==> config.mk <==
export PLATFORM = sky130hd
export DESIGN_NAME = iwb_write_bridge
export DESIGN_NICKNAME = d
export VERILOG_FILES = /design/src/iwb_pkg.sv /design/src/iwb_write_bridge.sv
export SDC_FILE = /design/constraint.sdc
export NUM_CORES = 1
export LEC_CHECK = 0
export ABC_CLOCK_PERIOD_IN_PS = 5800
export BUFFER_PORTS_ARGS = -buffer_cell sky130_fd_sc_hd__buf_2
export CORE_MARGIN = 2
export CORE_UTILIZATION = 45
export CTS_BUF_LIST = sky130_fd_sc_hd__clkbuf_8
export DETAILED_ROUTE_END_ITERATION = 12
export GPL_TIMING_DRIVEN = 0
export PLACE_DENSITY = 0.67
export SLEW_MARGIN = 20
export SYNTH_ARGS = -nofsm -noshare
export SYNTH_HDL_FRONTEND = slang
export SYNTH_SLANG_ARGS = --single-unit
==> constraint.sdc <==
create_clock -name clk -period 5.8 [get_ports clk]
set_input_delay 1.16 -clock clk [delete_from_list [all_inputs] [get_ports clk]]
set_output_delay 1.16 -clock clk [all_outputs]
set_load 0.02 [all_outputs]
==> src/iwb_pkg.sv <==
/*
  constants for the i2c slave register write bridge: register offsets,
  slave pointer offsets, reset values and field positions.
  assumes a little-endian bit numbering view where bit 00 is the lsb.
*/
package iwb_pkg;
  // ************************************************************
  // register bus offsets
  // ************************************************************
  localparam logic [23:0] WRITE_TARGET_ADDRESS_OFFSET   = 24'h01d200;
  localparam logic [23:0] WDATA_OFFSET   = 24'h01d204;
  // ************************************************************
  // slave peripheral pointer offsets
  // ************************************************************
  localparam logic [7:0]  PTR_ADDR_FIRST = 8'h00;
  localparam logic [7:0]  PTR_ADDR_LAST  = 8'h03;
  localparam logic [7:0]  PTR_DATA_FIRST = 8'h04;
  localparam logic [7:0]  PTR_DATA_LAST  = 8'h07;
  // ************************************************************
  // reset values and fields
  // ************************************************************
  localparam logic [31:0] WRITE_TARGET_ADDRESS_RESET    = 32'h00000000;
  localparam logic [31:0] WDATA_RESET    = 32'h00000000;
  localparam logic [31:0] ADDR_ALIGN_MSK = 32'hfffffffc;
  localparam logic [31:0] ADDR_STEP      = 32'h00000004;
  localparam int          ADDR_USED_BITS = 24;
endpackage : iwb_pkg

==> src/iwb_write_bridge.sv <==
/*
  write side of the i2c slave to internal register bus bridge.
  assumes an i2c bit-level slave that presents one byte access per cycle
  with the current pointer, a boot loader that supplies address and data
  words, and an internal bus that takes a one-cycle write strobe.
*/
// Function
// - write address bits 1:0 are always zero, whoever writes
// - both registers read only from internal bus, r/w from i2c
// - address register bytes sit at pointer offsets 0x00 to 0x03
// - data register bytes at 0x04 to 0x07, 0x07 holds the msb
// - only low 24 address bits drive the internal access
// - four-byte size: writing offset 0x07 issues the internal write
// - internal write target comes from the write address register
// - writes to offsets 0x04 to 0x06 only store the byte
// - with auto increment and four-byte size, address grows by 4 on each 0x07 write
// - after writing 0x07 the pointer returns to 0x04
// - after reading 0x07 the pointer advances to 0x08
// - pointer offset in data register selects the byte accessed
// - boot load collects each eeprom address into address register
// - boot load collects each eeprom data word into data register
// - both registers reset to zero; data keeps last written value
`timescale 1ns/10ps
module iwb_write_bridge #(
  parameter int ADDR_W = 24
) (
  // clock and reset
  input  wire logic        clk,
  input  wire logic        rst_n,
  // i2c slave byte access
  input  wire logic        slv_wr,
  input  wire logic        slv_rd,
  input  wire logic [7:0]  slv_wdata,
  input  wire logic        slv_ptr_load,
  input  wire logic [7:0]  slv_ptr_value,
  output logic      [7:0]  slv_ptr,
  output logic      [7:0]  slv_rdata,
  // access control settings
  input  wire logic        write_auto_increment,
  input  wire logic        write_access_size,
  // boot loader capture
  input  wire logic        boot_addr_load,
  input  wire logic        boot_data_load,
  input  wire logic [31:0] boot_word,
  // internal register bus read
  input  wire logic        reg_rd,
  input  wire logic [23:0] reg_addr,
  output logic      [31:0] reg_rdata,
  // internal register bus write master
  output logic             int_wr,
  output logic      [ADDR_W-1:0] int_addr,
  output logic      [31:0] int_wdata
);

  // ************************************************************
  // elaboration checks
  // ************************************************************
  if (ADDR_W != iwb_pkg::ADDR_USED_BITS) begin : g_chk
    $error("ADDR_W must equal the used address width");
  end

  // byte lane of a 32-bit word, lane 0 is the most significant byte
  function automatic logic [7:0] lane_get(input logic [31:0] w,
                                          input logic [1:0]  ln);
    lane_get = w[8*(3-ln) +: 8];
  endfunction : lane_get

  // ************************************************************
  // state
  // ************************************************************
  logic [31:0]       write_target_address_reg, write_target_address_next;
  logic [31:0]       wdata_reg, wdata_next;
  logic [7:0]        ptr_reg, ptr_next;
  logic [7:0]        rdata_reg, rdata_next;
  logic [31:0]       regrd_reg, regrd_next;
  logic              wr_reg, wr_next;
  logic [ADDR_W-1:0] iaddr_reg, iaddr_next;
  logic [31:0]       iwdata_reg, iwdata_next;
  logic              in_addr, in_data, last_data;
  logic [1:0]        lane;
  logic [31:0]       merged;

  // ************************************************************
  // next-value logic
  // ************************************************************
  always_comb begin
    in_addr     = (ptr_reg >= iwb_pkg::PTR_ADDR_FIRST) &&
                  (ptr_reg <= iwb_pkg::PTR_ADDR_LAST);
    in_data     = (ptr_reg >= iwb_pkg::PTR_DATA_FIRST) &&
                  (ptr_reg <= iwb_pkg::PTR_DATA_LAST);
    last_data   = (ptr_reg == iwb_pkg::PTR_DATA_LAST);
    lane        = ptr_reg[1:0];
    write_target_address_next  = write_target_address_reg;
    wdata_next  = wdata_reg;
    ptr_next    = ptr_reg;
    rdata_next  = rdata_reg;
    regrd_next  = regrd_reg;
    wr_next     = 1'b0;
    iaddr_next  = iaddr_reg;
    iwdata_next = iwdata_reg;
    merged      = wdata_reg;
    // byte writes from the i2c master
    if (slv_wr) begin
      if (in_addr) begin
        write_target_address_next[8*(3-lane) +: 8] = slv_wdata;
      end
      // data bytes ascend in weight: 0x04 is the lsb, 0x07 the msb
      if (in_data) begin
        merged[8*lane +: 8] = slv_wdata;
        wdata_next = merged;
      end
      if (last_data) begin
        ptr_next = iwb_pkg::PTR_DATA_FIRST;
        if (write_access_size) begin
          wr_next     = 1'b1;
          iaddr_next  = write_target_address_reg[ADDR_W-1:0];
          iwdata_next = merged;
          if (write_auto_increment) begin
            write_target_address_next = write_target_address_reg + iwb_pkg::ADDR_STEP;
          end
        end
      end else begin
        ptr_next = ptr_reg + 8'h01;
      end
    end else if (slv_rd) begin
      // reads return the byte and advance the pointer, unless a pointer load comes in the same cycle
      if (in_addr) begin
        rdata_next = lane_get(write_target_address_reg, lane);
      end else if (in_data) begin
        rdata_next = wdata_reg[8*lane +: 8];
      end else begin
        rdata_next = 8'h00;
      end
      ptr_next = ptr_reg + 8'h01;
    end
    if (slv_ptr_load) begin
      ptr_next = slv_ptr_value;
    end
    // boot loader capture wins over a concurrent i2c byte
    if (boot_addr_load) begin
      write_target_address_next = boot_word;
    end
    if (boot_data_load) begin
      wdata_next = boot_word;
    end
    write_target_address_next = write_target_address_next & iwb_pkg::ADDR_ALIGN_MSK;
    // internal bus reads only, no write path exists
    if (reg_rd) begin
      if (reg_addr == iwb_pkg::WRITE_TARGET_ADDRESS_OFFSET) begin
        regrd_next = write_target_address_reg;
      end else if (reg_addr == iwb_pkg::WDATA_OFFSET) begin
        regrd_next = wdata_reg;
      end else begin
        regrd_next = 32'h00000000;
      end
    end
  end

  // ************************************************************
  // registers
  // ************************************************************
  always_ff @(posedge clk or negedge rst_n) begin
    if (!rst_n) begin
      write_target_address_reg  <= iwb_pkg::WRITE_TARGET_ADDRESS_RESET;
      wdata_reg  <= iwb_pkg::WDATA_RESET;
      ptr_reg    <= iwb_pkg::PTR_ADDR_FIRST;
      rdata_reg  <= 8'h00;
      regrd_reg  <= 32'h00000000;
      wr_reg     <= 1'b0;
      iaddr_reg  <= '0;
      iwdata_reg <= 32'h00000000;
    end else begin
      write_target_address_reg  <= write_target_address_next;
      wdata_reg  <= wdata_next;
      ptr_reg    <= ptr_next;
      rdata_reg  <= rdata_next;
      regrd_reg  <= regrd_next;
      wr_reg     <= wr_next;
      iaddr_reg  <= iaddr_next;
      iwdata_reg <= iwdata_next;
    end
  end

  // ************************************************************
  // outputs
  // ************************************************************
  assign slv_ptr   = ptr_reg;
  assign slv_rdata = rdata_reg;
  assign reg_rdata = regrd_reg;
  assign int_wr    = wr_reg;
  assign int_addr  = iaddr_reg;
  assign int_wdata = iwdata_reg;

endmodule : iwb_write_bridge

==> impl_metrics.ini <==
[min_path]
hp-start = int_addr[9]$_DFFE_PN0P_
worstHoldPathType = flop to flop
min_to = int_addr[9]$_DFFE_PN0P_
holdPathStages = 2

[cells_and_area]
area_delta_synth_final_pct = 17.72
drive_gt1_share_pct = 20.46
post-route-cell-area_um2 = 11100
final.fill_count = 1910
multi_input_area_um2 = 4915
ff_latch_area_um2 = 4129
nets = 1328

[sta]
relSlewSlack_pct = 32.42
rsz0062_at_grt = false
layout_setup_ws_ns = 1.970
min_period_over_period_pct = 66.04
max_freq_mhz = 261.1
finClkSkew_ns = 0.01271
tns_ns = 0
setup_viol = 0
slew_violations = 0
tightest_slew_ns = 1.012
min_period_ns = 3.830
hold_viol_final = 0

[cts]
holdBufCountCts = 0
cts_tree = yes
cts_buffers = 17
clkLatencyLatePin_ns = 0.48
clock_path_buffers = 2
path_clk_slew_ns = 0.09
cts_resized = 0
cts_max_level = 4
cts-root-buf = clkbuf_8
cts_setup_buffers = 0
cts_sinks = 165

[placed_design]
port_buffers = 181
dpl-instance-area_um2 = 10710
place_congestion = 0.9853
dp_worst_setup_slack_ns = 2.030
place_hpwl_um = 27280

[power]
peakVddDrop_uv = 150.9
total_power_mw = 2.860
p_per_area_nw_per_um2 = 257.7
seq_power_share_pct = 47.2
switching_share_pct = 34.87
pwr-share-clk_pct = 29.6
switchingPower_uw = 997.3
p_comb_share_pct = 23.1
power_leakage_nw = 5.403
intPower_mw = 1.862

[floorplanning]
die_w_um = 148.7
num_io_pins = 187
start_util_pct = 46.29
row_count = 52
fp.dieArea_um2 = 22120
dieHeight_um = 148.7
fp.coreArea_um2 = 20360

[critical_path]
crit_required_ns = 6.13
r2r_end = write_target_address_reg[26]$_DFFE_PN0P_
crit_arrival_ns = 4.16
startpoint_type = flop
timing.reg2reg.setup_slack_ns = 1.97
cp_max_fo = 10
reg2reg_depth = 11
end_kind = flop
r2r_start = slv_ptr[0]$_DFFE_PN0P_
critPathKind = flop to flop
worstSetupStartpoint = slv_ptr[0]$_DFFE_PN0P_

[logic_synthesis]
synthTopCellsByCount = dfrtp_1, nand2_1, nor2_1, o21ai_0, mux2i_1
synth_area_um2 = 9427
ys_seq_elements = 165
synth_top_area_share_pct = 43.80
synth-edff-count = 0
synthTopCellsByArea = dfrtp_1, mux2i_1, nand2_1
ys_warn_count = 0
synth_ff_type = dfrtp_1
ys_seq_area_share_pct = 43.80
syn-instance-count = 1037
async_flop_share_pct = 100.0
synth.distinct_cells = 57
syn_area_per_cell_um2 = 9.090
yosysTopAreaCell = dfrtp_1

[drt]
drt-vias-per-instance = 6.095
drt_iter0_markers = 1059
wl_per_cell_um = 24.06
vias = 9277
dr.pass1.iters = 5
drc_errors = 0
antenna_left = 0
wl_um = 36620

[global_routing]
grt_max_degree = 94
grt_pass1_wl_um = 54060
grt_pass1_vias = 8851
antenna_found_initial = 1
track_usage_pct = 33.28
grt-ovfl-total = 0

[flow_run]
cap_viol_max_count = 0

[run_status]
status = finished, final reports clean
==> worst max-delay path, cell delays in order, from the launching register on <==
cell and delay [ns]:
dfrtp_1 0.49, clkbuf_1 0.41, buf_1 0.49, inv_1 0.28
ha_1 0.34, clkbuf_1 0.34, or2_2 0.19, buf_1 0.37
nor2_1 0.11, mux2_2 0.28, a221oi_1 0.26, o21ai_0 0.14
==> layer usage <==
layer	part of all wire (%)	vias up	global-route usage [%]	wire length [µm]
met5	0.063	-	0	23
met4	4.1	2	14.29	1486
met3	11	93	9.266	4202
met2	43	564	49.54	15890
met1	41	4484	45.81	15020
li1	-	4134	-	-
==> worst max-delay path by stage <==
stage | end | cells past startpoint
2_1_floorplan | write_target_address_reg[29]$_DFFE_PN0P_ | 11
3_3_place_gp | int_wdata[6]$_DFFE_PN0P_ | 1
3_5_place_dp | write_target_address_reg[26]$_DFFE_PN0P_ | 11
4_1_cts | write_target_address_reg[26]$_DFFE_PN0P_ | 11
5_1_grt | write_target_address_reg[26]$_DFFE_PN0P_ | 11
6_report | write_target_address_reg[26]$_DFFE_PN0P_ | 11
==> metrics by stage <==
step,instances,util [%],hold slack (ns)
global placement,1489,52.41,0.4468
CTS,1521,54.48,0.4718
detailed placement,1490,52.60,0.4516
floorplan,1038,-,0.4977
finish,1522,54.49,0.4667
global route,1521,54.48,0.4838
==> logic make-up after synthesis <==
family / count (synthesis) / share of synthesized area (%)
adder cells (fa/ha/maj): 7 / 0.9291
AND/OR/NAND/NOR: 412 / 21.09
flip-flops: 165 / 43.80
XOR/XNOR: 13 / 1.208
multiplexers: 108 / 13.55
AO/OA/AOI/OAI: 234 / 15.28
buffers and inverters: 97 / 4.101
other: 1 / 0.03978
==> power by group through the flow <==
stage               Clock (mW)  Sequential, mW  Combinational, mW
floorplan                    0            1.37              0.349
global placement             0            1.36              0.637
detailed placement           0            1.36              0.647
CTS                      0.850            1.34              0.650
global route             0.894            1.36              0.710
finish                   0.848            1.35              0.661
==> cells in the final DEF, fill, tap and decap left out, types with 6 or more instances in the layout <==
master     netlist  routed
buf_2            2     182
nand2_1        165     165
dfrtp_1        165     165
nor2_1          88      88
o21ai_0         84      84
mux2i_1         77      77
a21oi_1         69      69
clkbuf_1        68      68
o2bb2ai_1       32      32
and3_1          19      19
nand3_1         19      19
nor3b_1         19      19
clkbuf_8         0      18
nand4_1         16      16
mux2_2          16      16
nor3_1          15      15
mux4_2          14      14
inv_1           11      13
nand2b_1        13      13
a221oi_1        12      12
buf_1           11      11
nor4_1          11      11
xor2_1           9       9
and2_1           9       9
or3_1            8       8
a211oi_1         8       8
ha_1             7       7
o31ai_1          6       6
==> layout make-up <==
type | count | area share (%)
Buffer | 86 | 3.112
Inverter | 11 | 0.3721
Clock buffer | 18 | 2.232
Tap cell | 270 | 3.044
Antenna cell | 1 | 0.02255
Clock inverter | 13 | 1.218
Sequential cell | 165 | 37.21
Timing Repair Buffer | 182 | 8.502
Multi-Input combinational cell | 776 | 44.29
(Power assumes the default switching activity.)
